File: src/include/fprs_pkg.sv
// shared constants and carriers for the fp rounding and operand select block
package fprs_pkg;

	// arithmetic control word fields
	localparam int AC_INEXACT_FLAG_POS = 20;
	localparam int AC_RMODE_LO_POS     = 30;
	localparam logic [31:0] AC_RESET_VAL = 32'h0000_0000;

	// rounding mode codes (field at bits 31:30)
	typedef enum logic [1:0] {
		RM_NEAREST = 2'h0,
		RM_DOWN    = 2'h1,
		RM_UP      = 2'h2,
		RM_ZERO    = 2'h3
	} fprs_rmode_t;

	// destination formats
	typedef enum logic [1:0] {
		FMT_SINGLE = 2'h0,
		FMT_DOUBLE = 2'h1,
		FMT_EXT    = 2'h2
	} fprs_fmt_t;

	// format geometry: fraction widths (explicit integer bit not counted for extended)
	localparam int SGL_FRAC_W = 23;
	localparam int DBL_FRAC_W = 52;
	localparam int EXT_FRAC_W = 63;
	localparam int EXP_W      = 15;
	localparam int SIG_W      = 64;
	localparam logic [14:0] SGL_EXP_MAX = 15'h00FE;
	localparam logic [14:0] DBL_EXP_MAX = 15'h07FE;
	localparam logic [14:0] EXT_EXP_MAX = 15'h7FFE;
	localparam logic [14:0] SGL_BIAS    = 15'h007F;
	localparam logic [14:0] DBL_BIAS    = 15'h03FF;
	localparam logic [14:0] EXT_BIAS    = 15'h3FFF;

	// operand register space: 16 global, 16 local, 4 floating point, 2 literals
	localparam int NUM_GREG = 16;
	localparam int NUM_LREG = 16;
	localparam int NUM_FREG = 4;
	localparam logic [5:0] SEL_LIT_ZERO = 6'h24;
	localparam logic [5:0] SEL_LIT_ONE  = 6'h25;
	localparam logic [5:0] SEL_FREG_BASE = 6'h20;
	localparam logic [79:0] EXT_PLUS_ONE = 80'h3FFF_8000_0000_0000_0000;

	// common three-register instruction word fields
	localparam int INS_OPC_POS  = 24;
	localparam int INS_DST_POS  = 19;
	localparam int INS_SRC2_POS = 14;
	localparam int INS_M2_POS   = 13;
	localparam int INS_M1_POS   = 11;
	localparam int INS_OPLO_POS = 7;
	localparam int INS_SRC1_POS = 0;
	localparam logic [7:0] REG_OPC_MIN = 8'h58;
	localparam logic [3:0] OPLO_LONG_BIT = 4'h1;

	// exact intermediate result handed to the rounder
	typedef struct packed {
		logic        sign;
		logic        is_nan;
		logic        is_inf;
		logic        is_zero;
		logic [16:0] exp;
		logic [66:0] sig;
	} fprs_exact_t;

	// rounded result
	typedef struct packed {
		logic        sign;
		logic [14:0] exp;
		logic [63:0] sig;
	} fprs_ext_t;

	// decoded instruction
	typedef struct packed {
		logic       valid;
		logic       is_long;
		logic       is_cmp;
		logic [5:0] src1;
		logic [5:0] src2;
		logic [5:0] dst;
	} fprs_dec_t;

endpackage

File: src/hw/fprs_decode.sv
// decoder of the common three-register instruction word for fp operations
`timescale 1ns/1ns
module fprs_decode
	import fprs_pkg::*;
(
	// instruction
	input  wire logic [31:0] instr,
	// decoded fields
	output fprs_dec_t        dec
);

	function automatic logic [5:0] map_operand(input logic [4:0] f, input logic m);
		logic [5:0] r;
		r = {1'b0, f};
		if (m)
		begin
			if (f == 5'h00)
				r = SEL_LIT_ZERO;
			else if (f == 5'h10)
				r = SEL_LIT_ONE;
			else if (f < 5'h04)
				r = SEL_FREG_BASE + {4'h0, f[1:0]};
			else
				r = SEL_LIT_ZERO;
		end
		return r;
	endfunction

	logic [7:0] opc;
	logic [3:0] oplo;

	always_comb
	begin
		opc         = instr[INS_OPC_POS +: 8];
		oplo        = instr[INS_OPLO_POS +: 4];
		dec.valid   = (opc >= REG_OPC_MIN);
		dec.is_long = oplo[0] == OPLO_LONG_BIT[0];
		dec.is_cmp  = (oplo[3:1] == 3'h7);
		dec.src1    = map_operand(instr[INS_SRC1_POS +: 5], instr[INS_M1_POS]);
		dec.src2    = map_operand(instr[INS_SRC2_POS +: 5], instr[INS_M2_POS]);
		dec.dst     = map_operand(instr[INS_DST_POS +: 5], instr[INS_M2_POS + 1]);
	end

endmodule

File: src/hw/fprs_rounder.sv
// single-step rounder from exact result to a destination format
`timescale 1ns/1ns
module fprs_rounder
	import fprs_pkg::*;
(
	// exact input
	input  fprs_exact_t      ex,
	input  fprs_rmode_t      rmode,
	input  fprs_fmt_t        fmt,
	// rounded output
	output fprs_ext_t        res,
	output logic             inexact
);

	function automatic logic [14:0] fmt_emax(input fprs_fmt_t f);
		unique case (f)
			// the exact exponent carries the extended bias, so rebias the format limit
			FMT_SINGLE: return SGL_EXP_MAX - SGL_BIAS + EXT_BIAS;
			FMT_DOUBLE: return DBL_EXP_MAX - DBL_BIAS + EXT_BIAS;
			default:    return EXT_EXP_MAX;
		endcase
	endfunction

	function automatic logic [6:0] fmt_keep(input fprs_fmt_t f);
		unique case (f)
			FMT_SINGLE: return 7'(SGL_FRAC_W + 1);
			FMT_DOUBLE: return 7'(DBL_FRAC_W + 1);
			default:    return 7'(EXT_FRAC_W + 1);
		endcase
	endfunction

	logic [66:0] mask_lo;
	logic [66:0] kept;
	logic [66:0] ulp;
	logic [67:0] summed;
	logic        guard;
	logic        sticky;
	logic        lsb;
	logic        up;
	logic        ovf;
	logic [16:0] e;
	logic [6:0]  drop;
	logic [14:0] emax;

	always_comb
	begin
		emax    = fmt_emax(fmt);
		drop    = 7'(67) - fmt_keep(fmt);
		mask_lo = (67'h1 << drop) - 67'h1;
		ulp     = 67'h1 << drop;
		kept    = ex.sig & ~mask_lo;
		guard   = |(ex.sig & (ulp >> 1));
		sticky  = |(ex.sig & (mask_lo >> 1));
		lsb     = |(ex.sig & ulp);
		// one rounding step straight from the exact value
		unique case (rmode)
			RM_UP:      up = !ex.sign && (guard || sticky);
			RM_DOWN:    up = ex.sign && (guard || sticky);
			RM_ZERO:    up = 1'b0;
			RM_NEAREST: up = guard && (sticky || lsb);
		endcase
		summed = {1'b0, kept} + (up ? {1'b0, ulp} : 68'h0);
		e      = ex.exp;
		if (summed[67])
		begin
			e      = ex.exp + 17'h1;
			summed = summed >> 1;
		end
		ovf     = !ex.is_nan && !ex.is_inf && !ex.is_zero && (e > {2'h0, emax});
		inexact = !ex.is_nan && !ex.is_inf && !ex.is_zero && (guard || sticky || ovf);
		res.sign = ex.sign;
		res.exp  = e[14:0];
		res.sig  = summed[66:3];
		if (ex.is_nan || ex.is_inf)
		begin
			// nan and infinity pass untouched by the mode
			res.exp = 15'h7FFF;
			res.sig = ex.is_nan ? (ex.sig[66:3] | 64'hC000_0000_0000_0000) : 64'h8000_0000_0000_0000;
		end
		else if (ex.is_zero)
		begin
			res.exp = 15'h0000;
			res.sig = 64'h0;
		end
		else if (ovf)
		begin
			// toward the nearer infinity or clamp to largest finite
			if (rmode == RM_NEAREST || (rmode == RM_UP && !ex.sign) || (rmode == RM_DOWN && ex.sign))
			begin
				res.exp = 15'h7FFF;
				res.sig = 64'h8000_0000_0000_0000;
			end
			else
			begin
				res.exp = emax;
				res.sig = ~mask_lo[66:3];
			end
		end
	end

endmodule

File: src/hw/fprs_core.sv
// fp rounding and operand selection stage with arithmetic control word
//
// Function
// - set inexact flag when rounded differs
// - round by destination format and mode
// - round up gives nearest not below
// - round down gives nearest not above
// - truncate never grows the magnitude
// - nearest, ties go to even
// - positive overflow: inf or max finite
// - negative overflow: inf or max finite
// - mode ignored for compare, exact, nan
// - narrow destination from wide sources allowed
// - narrow destination rounds only once
// - decode common three-register instruction format
// - two literals: plus zero, plus one
// - globals, locals, fp registers 1 to 3 selectable
// - opcode picks 32 or 64 bit view
// - fp registers usable in both forms
// - mixed single and double not required
`timescale 1ns/1ns
module fprs_core
	import fprs_pkg::*;
(
	// clock and reset
	input  wire logic        clk_sys,
	input  wire logic        srst,
	// instruction and register file view
	input  wire logic        issue,
	input  wire logic [31:0] instr,
	input  wire logic [31:0] greg_rd [NUM_GREG],
	input  wire logic [31:0] lreg_rd [NUM_LREG],
	input  wire logic [79:0] freg_rd [NUM_FREG],
	// selected operands as extended values
	output fprs_ext_t        opnd1,
	output fprs_ext_t        opnd2,
	output logic             opnd_long,
	output logic [5:0]       dst_sel,
	output logic             opnd_valid,
	// exact result from arithmetic
	input  wire logic        res_valid,
	input  fprs_exact_t      res_exact,
	input  fprs_fmt_t        res_fmt,
	input  wire logic        res_is_cmp,
	// rounded result
	output fprs_ext_t        rnd_out,
	output logic             rnd_valid,
	// arithmetic control word access
	input  wire logic        ac_wr,
	input  wire logic [31:0] ac_wdata,
	output logic [31:0]      ac_word
);

	fprs_dec_t   dec;
	fprs_ext_t   rnd_res;
	logic        rnd_inexact;
	fprs_rmode_t rmode;
	logic [31:0] ac_ff;

	fprs_decode u_decode
	(
		.instr (instr),
		.dec   (dec)
	);

	assign rmode = fprs_rmode_t'(ac_ff[AC_RMODE_LO_POS +: 2]);

	fprs_rounder u_rounder
	(
		.ex      (res_exact),
		.rmode   (rmode),
		.fmt     (res_fmt), // any destination width, sources irrelevant
		.res     (rnd_res),
		.inexact (rnd_inexact)
	);

	// unpack a 32-bit single into extended form
	function automatic fprs_ext_t from_single(input logic [31:0] w);
		fprs_ext_t r;
		r.sign = w[31];
		if (w[30:23] == 8'h00)
		begin
			r.exp = 15'h0000;
			r.sig = {1'b0, w[22:0], 40'h0};
		end
		else if (w[30:23] == 8'hFF)
		begin
			r.exp = 15'h7FFF;
			r.sig = {1'b1, w[22:0], 40'h0};
		end
		else
		begin
			r.exp = {7'h00, w[30:23]} - SGL_BIAS + EXT_BIAS;
			r.sig = {1'b1, w[22:0], 40'h0};
		end
		return r;
	endfunction

	// unpack a 64-bit double into extended form
	function automatic fprs_ext_t from_double(input logic [63:0] w);
		fprs_ext_t r;
		r.sign = w[63];
		if (w[62:52] == 11'h000)
		begin
			r.exp = 15'h0000;
			r.sig = {1'b0, w[51:0], 11'h0};
		end
		else if (w[62:52] == 11'h7FF)
		begin
			r.exp = 15'h7FFF;
			r.sig = {1'b1, w[51:0], 11'h0};
		end
		else
		begin
			r.exp = {4'h0, w[62:52]} - DBL_BIAS + EXT_BIAS;
			r.sig = {1'b1, w[51:0], 11'h0};
		end
		return r;
	endfunction

	// read one 32-bit general register by operand index 0..31
	function automatic logic [31:0] greg_word(input logic [4:0] idx,
		input logic [31:0] g [NUM_GREG], input logic [31:0] l [NUM_LREG]);
		logic [31:0] v;
		v = idx[4] ? g[idx[3:0]] : l[idx[3:0]];
		return v;
	endfunction

	// select one operand; long form pairs an even register with the next
	function automatic fprs_ext_t pick(input logic [5:0] sel, input logic is_long,
		input logic [31:0] g [NUM_GREG], input logic [31:0] l [NUM_LREG],
		input logic [79:0] f [NUM_FREG]);
		fprs_ext_t   r;
		logic [4:0]  base;
		logic [4:0]  nxt;
		base = {sel[4:1], 1'b0};
		nxt  = {sel[4:1], 1'b1};
		if (sel == SEL_LIT_ZERO)
			r = '0;
		else if (sel == SEL_LIT_ONE)
			r = EXT_PLUS_ONE;
		else if (sel[5])
			r = f[sel[1:0]]; // extended value in either form
		else if (is_long)
			r = from_double({greg_word(nxt, g, l), greg_word(base, g, l)});
		else
			r = from_single(greg_word(sel[4:0], g, l));
		return r;
	endfunction

	// one width per instruction, so single and double never mix
	always_ff @(posedge clk_sys)
	begin
		if (srst)
		begin
			opnd1      <= '0;
			opnd2      <= '0;
			opnd_long  <= 1'b0;
			dst_sel    <= 6'h00;
			opnd_valid <= 1'b0;
		end
		else
		begin
			opnd_valid <= issue && dec.valid;
			if (issue && dec.valid)
			begin
				opnd1     <= pick(dec.src1, dec.is_long, greg_rd, lreg_rd, freg_rd);
				opnd2     <= pick(dec.src2, dec.is_long, greg_rd, lreg_rd, freg_rd);
				opnd_long <= dec.is_long;
				dst_sel   <= dec.dst;
			end
		end
	end

	// rounded result register
	always_ff @(posedge clk_sys)
	begin
		if (srst)
		begin
			rnd_out   <= '0;
			rnd_valid <= 1'b0;
		end
		else
		begin
			rnd_valid <= res_valid && !res_is_cmp;
			if (res_valid && !res_is_cmp)
				rnd_out <= rnd_res;
		end
	end

	logic set_inexact;
	assign set_inexact = res_valid && !res_is_cmp && rnd_inexact;

	// control word: a software write may clear the flag, but a same-cycle set wins
	always_ff @(posedge clk_sys)
	begin
		if (srst)
			ac_ff <= AC_RESET_VAL;
		else
		begin
			if (ac_wr)
				ac_ff <= ac_wdata;
			if (set_inexact)
				ac_ff[AC_INEXACT_FLAG_POS] <= 1'b1;
		end
	end

	assign ac_word = ac_ff;

	// checks
	a_inexact_sets: assert property (@(posedge clk_sys) disable iff (srst)
		set_inexact |=> ac_ff[AC_INEXACT_FLAG_POS]) else $error("inexact flag not set");
	a_inexact_sticky: assert property (@(posedge clk_sys) disable iff (srst)
		ac_ff[AC_INEXACT_FLAG_POS] && !ac_wr |=> ac_ff[AC_INEXACT_FLAG_POS])
		else $error("inexact flag dropped");
	a_trunc_no_up: assert property (@(posedge clk_sys) disable iff (srst)
		res_valid && !res_is_cmp && rmode == RM_ZERO && !res_exact.is_nan && !res_exact.is_inf
		&& !res_exact.is_zero && res_exact.exp <= 17'h407E && res_exact.exp > 17'h0001
		|=> rnd_out.exp <= $past(res_exact.exp[14:0])) else $error("truncate grew magnitude");
	a_nan_passes: assert property (@(posedge clk_sys) disable iff (srst)
		res_valid && !res_is_cmp && res_exact.is_nan |=> rnd_out.exp == 15'h7FFF && rnd_valid)
		else $error("nan altered");
	a_exact_no_flag: assert property (@(posedge clk_sys) disable iff (srst)
		res_valid && res_exact.sig[2:0] == 3'h0 && res_fmt == FMT_EXT && res_exact.exp < 17'h7FFE
		|-> !rnd_inexact) else $error("exact result flagged");
	a_pos_ovf_up: assert property (@(posedge clk_sys) disable iff (srst)
		res_valid && !res_is_cmp && !res_exact.sign && !res_exact.is_nan && !res_exact.is_inf
		&& !res_exact.is_zero && res_exact.exp > {2'h0, u_rounder.emax} && (rmode == RM_UP || rmode == RM_NEAREST)
		|=> rnd_out.exp == 15'h7FFF && rnd_out.sig == 64'h8000_0000_0000_0000)
		else $error("positive overflow not infinity");
	a_neg_ovf_clamp: assert property (@(posedge clk_sys) disable iff (srst)
		res_valid && !res_is_cmp && res_exact.sign && !res_exact.is_nan && !res_exact.is_inf
		&& !res_exact.is_zero && res_exact.exp > {2'h0, u_rounder.emax} && (rmode == RM_UP || rmode == RM_ZERO)
		|=> rnd_out.exp == $past(u_rounder.emax) && rnd_out.sign) else $error("negative overflow not clamped");
	a_lit_one: assert property (@(posedge clk_sys) disable iff (srst)
		issue && dec.valid && dec.src1 == SEL_LIT_ONE |=> opnd1 == EXT_PLUS_ONE)
		else $error("literal one wrong");
	a_cmp_no_flag: assert property (@(posedge clk_sys) disable iff (srst)
		res_valid && res_is_cmp && !ac_wr && !ac_ff[AC_INEXACT_FLAG_POS] |=> !ac_ff[AC_INEXACT_FLAG_POS])
		else $error("compare touched inexact");

	c_round_inexact: cover property (@(posedge clk_sys) set_inexact);
	c_overflow: cover property (@(posedge clk_sys) res_valid && res_exact.exp > 17'h7FFF);
	c_long_issue: cover property (@(posedge clk_sys) issue && dec.valid && dec.is_long);
	c_set_and_clear: cover property (@(posedge clk_sys) set_inexact && ac_wr);

endmodule

File: config.mk
export PLATFORM = sky130hd
export DESIGN_NAME = fprs_core
export DESIGN_NICKNAME = d
export VERILOG_FILES = /design/src/include/fprs_pkg.sv /design/src/hw/fprs_decode.sv /design/src/hw/fprs_rounder.sv /design/src/hw/fprs_core.sv
export SDC_FILE = /design/constraint.sdc
export NUM_CORES = 2
export LEC_CHECK = 0
export BUFFER_PORTS_ARGS = -buffer_cell sky130_fd_sc_hd__clkbuf_2
export CAP_MARGIN = 20
export CORE_AREA = 2 2 686 688
export DETAILED_ROUTE_END_ITERATION = 6
export DIE_AREA = 0 0 688 690
export GPL_ROUTABILITY_DRIVEN = 0
export PLACE_DENSITY = 0.3
export SYNTH_ARGS = -nofsm -noshare
export SYNTH_HDL_FRONTEND = slang
export SYNTH_HIERARCHICAL = 1
export SYNTH_SLANG_ARGS = --single-unit
File: constraint.sdc
create_clock -name clk_sys -period 14 [get_ports clk_sys]
set_input_delay 2.8 -clock clk_sys [delete_from_list [all_inputs] [get_ports clk_sys]]
set_output_delay 2.8 -clock clk_sys [all_outputs]
set_load 0.02 [all_outputs]
# Word-level counts from Yosys, hierarchy flattened
# Cells that the tools add are included.
# totals
output_inout_bits	281
input_bits	1504
wordCells	198
ff_bits	281
# op_classes
n_reduce_logical	36
eq_ne	15
order_cmp	13
shifts	1
bitwise_logic	14
n_mux	89
addsub	15
# ops
op	n
$bmux 32 s4	12
$mux 32	30
$mux 80	12
$mux 79	12
$bmux 80 s2	2
$reduce_or 67->1	3
$and 67x66->67	2
$and 67x67->67	2
$mux 67	2
$mux 6	12
$add 67x68->68	1
$not 67->67	1
$shl 1x7->67 const A	1
$sub 67x1->67 const B	1
$not 64->64	1
$mux 63	1
$add 15x14->15 const B	4
$ge 5x5->1 const B	6
$not 4->5	6
$pmux 14 s2	1
$eq 6x6->1 const B	4
$sub 11x10->12 const B	2
$eq 11x11->1 const B	2
$logic_not 11->1	2
other kinds (25)	61

# Logic depth before layout (Yosys ltp)
# depth
depth_word	19
ltp_mapped	44
depth_no_buf	36

# Modules after synthesis
# The synthesis kept the hierarchy.
# modules_own_cells
module	area_per_inst_um2	instances	cells_per_inst	seq_area_each_um2
fprs_core	34181.5	1	3059	5625.4
fprs_rounder	5634.2	1	936	0.0
fprs_decode	260.2	1	39	0.0

# Least setup slack after synthesis
# No wires, ideal clock.
# synth_timing
path_kind	input to register
from	in res_fmt[0]
to	reg rnd_out[10] in the netlist's numbering
slack_ps	3103
required_ps	13930
setup_time_ps	70
arrival_ps	10826
n_path_buf	7
cell_stages	37
cell_sequence	or2_1 > clkbuf_1 > clkbuf_1 > clkbuf_1 > clkbuf_1 > clkbuf_1 > ha_1 > clkbuf_1 > nor2_1 > a2111oi_0 > nand3_1 > or3_1 > a31oi_1 > nor3_1 > ha_1 > ha_1 > a41o_4 > a311oi_2 > nor4_4 > o211a_2 > nor2_1 > nor2_1 > nand4_1 > xnor2_1 > ha_1 > nand3_1 > nor3_1 > nand4_1 > or3_1 > and4_4 > o32ai_4 > nand2b_2 > or3_1 > buf_2 > nand3_1 > nand2_1 > a21oi_1
# synth_rtl
item	line	source
start: declaration	fprs_core.sv:43	input fprs_fmt_t res_fmt,
end signal: assignment	fprs_core.sv:187	rnd_out <= rnd_res;
end: declaration	fprs_core.sv:46	output fprs_ext_t rnd_out,

==> reports/metrics.yaml <==
floorplanning:
  dieHeight_um: 690
  die_w_um: 688
  rows: 251
  core_area_mm2: 0.4667
  dieArea_mm2: 0.4747
  start_util_pct: 8.586
  pin_count: 1785
layout:
  area_delta_synth_final_pct: 44.91
  drive_gt1_share_pct: 50.68
  fillers: 53890
  multi_input_area_mm2: 0.03247
  fin_nets: 7093
  seq_area_mm2: 0.005625
  fin_area_mm2: 0.05807
clock_tree:
  cts_root_buf: "clkbuf_16"
  cts_sinks: 281
  cts_setup_buffers: 0
  clock_path_buffers: 3
  worstSkewPairLatency_ps: 740
  tritoncts: "done"
  path_clk_slew_ps: 60
  cts-buffers-inserted: 49
  cts_hold_buf: 0
  cts-resized-gates: 0
  cts_max_level: 2
routing:
  wl_per_cell_um: 37.79
  antenna_left: 0
  vias: 48430
  dr.pass1.iters: 7
  drc: 2
  routed_wl_um: 452300
  drtIter0Drc: 5726
  vias_per_cell: 4.046
pwr:
  p_int_mw: 2.564
  powerDensity_mw_per_mm2: 79.51
  sw_frac_of_total_pct: 44.47
  p_comb_share_pct: 49.3
  p_seq_share_pct: 19.1
  pwr-share-clk_pct: 31.7
  p_sw_mw: 2.053
  ir_drop_mv: 0.08086
  p_leak_nw: 21.81
sta:
  tightest_slew_ps: 1245
  setup-tns-final_ps: 0
  hold_viol_final: 0
  slew_headroom_pct: 16.58
  fin_skew_ps: 57.67
  timing.fmax_mhz: 86.31
  period_share_pct: 82.75
  rsz0062_at_grt: "false"
  slew_viol_final: 0
  finalCriticalPeriod_ps: 11590
  setup_viol: 0
yosys:
  synthCells: 4033
  yosysWarnings: 6
  syn_area_mm2: 0.04007
  syn_area_per_cell_um2: 9.935
worst_setup_path:
  cp.arrival_ps: 12130
  worstSetupPathType: "input pin to register"
  slowest_delay_ps: 570
  critPathMaxFanout: 28
  rr_worst_depth: 30
  r2r_slack_ps: 5890
  critPathLaunchType: "input pin"
  timing.rr.end: "rnd_out[1]"
  crit_family: "simple AND/OR/NAND/NOR gates"
  cp_slowest_cell: "ha_1"
  cp_num_buf_inv: 2
  worst_ep_required_time_ps: 14540
  end_kind: "register"
  r2r_start: "ac_word[31]"
worst_hold_path:
  hp-class: "register to register"
  min_to: "rnd_out[52]"
  hold_depth: 2
  hp-start: "rnd_out[52]"
run_status:
  violations: "DRC"
  status: "finished, violations left"
grt:
  grt_antenna_before_repair: 321
  grt_max_degree: 87
  grt-ovfl-total: 0
  grt_first_pass_wirelength_um: 557100
  grt_pass1_vias: 46560
  grt_usage_pct: 18.24
placed_design:
  dp_hpwl_um: 399500
  io_buffers: 1775
  dpl_cell_area_mm2: 0.05579
flow_run:
  max_cap_viol_count: 0
==> state kept, by name (all words and copies together), names as in the netlist <==
register,count
opnd1,80
opnd2,80
rnd_out,80
ac_word,32
dst_sel,6
opnd_long,1
opnd_valid,1
rnd_valid,1
==> stage by stage <==
step                setup slack (ps)  utilization [%]  std cells  hold slack, ps  total power, mW
global placement                1584            11.95      11700           446.1            3.187
CTS                             2361            12.34      11790           456.4            4.736
detailed placement              1510            11.95      11700           448.0            3.202
finish                          2414            12.44      11970           453.5            4.617
floorplan                       3103                -       4036           530.2            2.014
global route                    1795            12.40      11900           477.2            4.843
==> tightest hold or removal path, stage by stage (launching register included) <==
cell	delay, ps
dfxtp_1	310
nand2_1	50
a21oi_1	50
==> power by group through the flow <==
| stage | Sequential, mW | Combinational, mW | Clock (mW) |
|---|---|---|---|
| 2_1_floorplan | 0.945 | 1.07 | 0 |
| 5_1_grt | 0.886 | 2.40 | 1.56 |
| 4_1_cts | 0.882 | 2.31 | 1.54 |
| 3_3_place_gp | 0.898 | 2.29 | 0 |
| 6_report | 0.881 | 2.27 | 1.46 |
| 3_5_place_dp | 0.899 | 2.30 | 0 |
==> routing by layer <==
metal | part of all wire (%) | GRT usage, % | up-vias
li1 | - | - | 19490
met1 | 39 | 21.77 | 25090
met2 | 48 | 30.46 | 3015
met3 | 9.0 | 5.671 | 703
met4 | 4.0 | 6.929 | 130
met5 | 0.18 | 0 | -
==> final cells by class <==
cell class / count / area share (%)
Clock buffer: 60 / 2.269
Antenna cell: 183 / 0.7886
Timing Repair Buffer: 1879 / 16.79
Sequential cell: 281 / 9.688
Clock inverter: 29 / 0.8533
Multi-Input combinational cell: 3289 / 55.92
Tap cell: 6198 / 13.36
Inverter: 50 / 0.3405
==> worst max path at each step <==
| stage | startpoint | endpoint | slack, ps | depth (start not counted) |
|---|---|---|---|---|
| 5_1_grt | res_fmt[0] | rnd_out[1] | 1800 | 36 |
| 3_3_place_gp | res_fmt[0] | rnd_out[74] | 1580 | 35 |
| 2_1_floorplan | res_fmt[0] | rnd_out[10] | 3100 | 37 |
| 6_report | res_fmt[0] | rnd_out[1] | 2410 | 36 |
| 4_1_cts | res_fmt[0] | rnd_out[74] | 2360 | 35 |
| 3_5_place_dp | res_fmt[0] | rnd_out[74] | 1510 | 35 |
==> cells in the final DEF, fill, tap and decap left out, types with 22 or more instances in the layout <==
| cell type | n |
|---|---|
| nand2b_1 | 27 |
| ha_1 | 39 |
| o21ai_0 | 160 |
| a21oi_1 | 240 |
| o211ai_1 | 22 |
| buf_4 | 100 |
| xnor2_1 | 57 |
| and3_1 | 28 |
| nor2b_1 | 29 |
| nand2_1 | 505 |
| xor2_1 | 27 |
| nand4_1 | 24 |
| nor2_1 | 349 |
| inv_1 | 41 |
| o22ai_1 | 25 |
| mux4_2 | 730 |
| mux2_2 | 35 |
| clkbuf_16 | 49 |
| nor3_1 | 75 |
| diode_2 | 183 |
| nor4_1 | 23 |
| a31oi_1 | 27 |
| a222oi_1 | 59 |
| a211oi_1 | 40 |
| a22oi_1 | 94 |
| nand3_1 | 83 |
| and2_1 | 29 |
| dfxtp_1 | 281 |
| o21ai_1 | 27 |
| mux2i_1 | 172 |
| clkbuf_2 | 1771 |
Power figures use the tool's default switching activity.
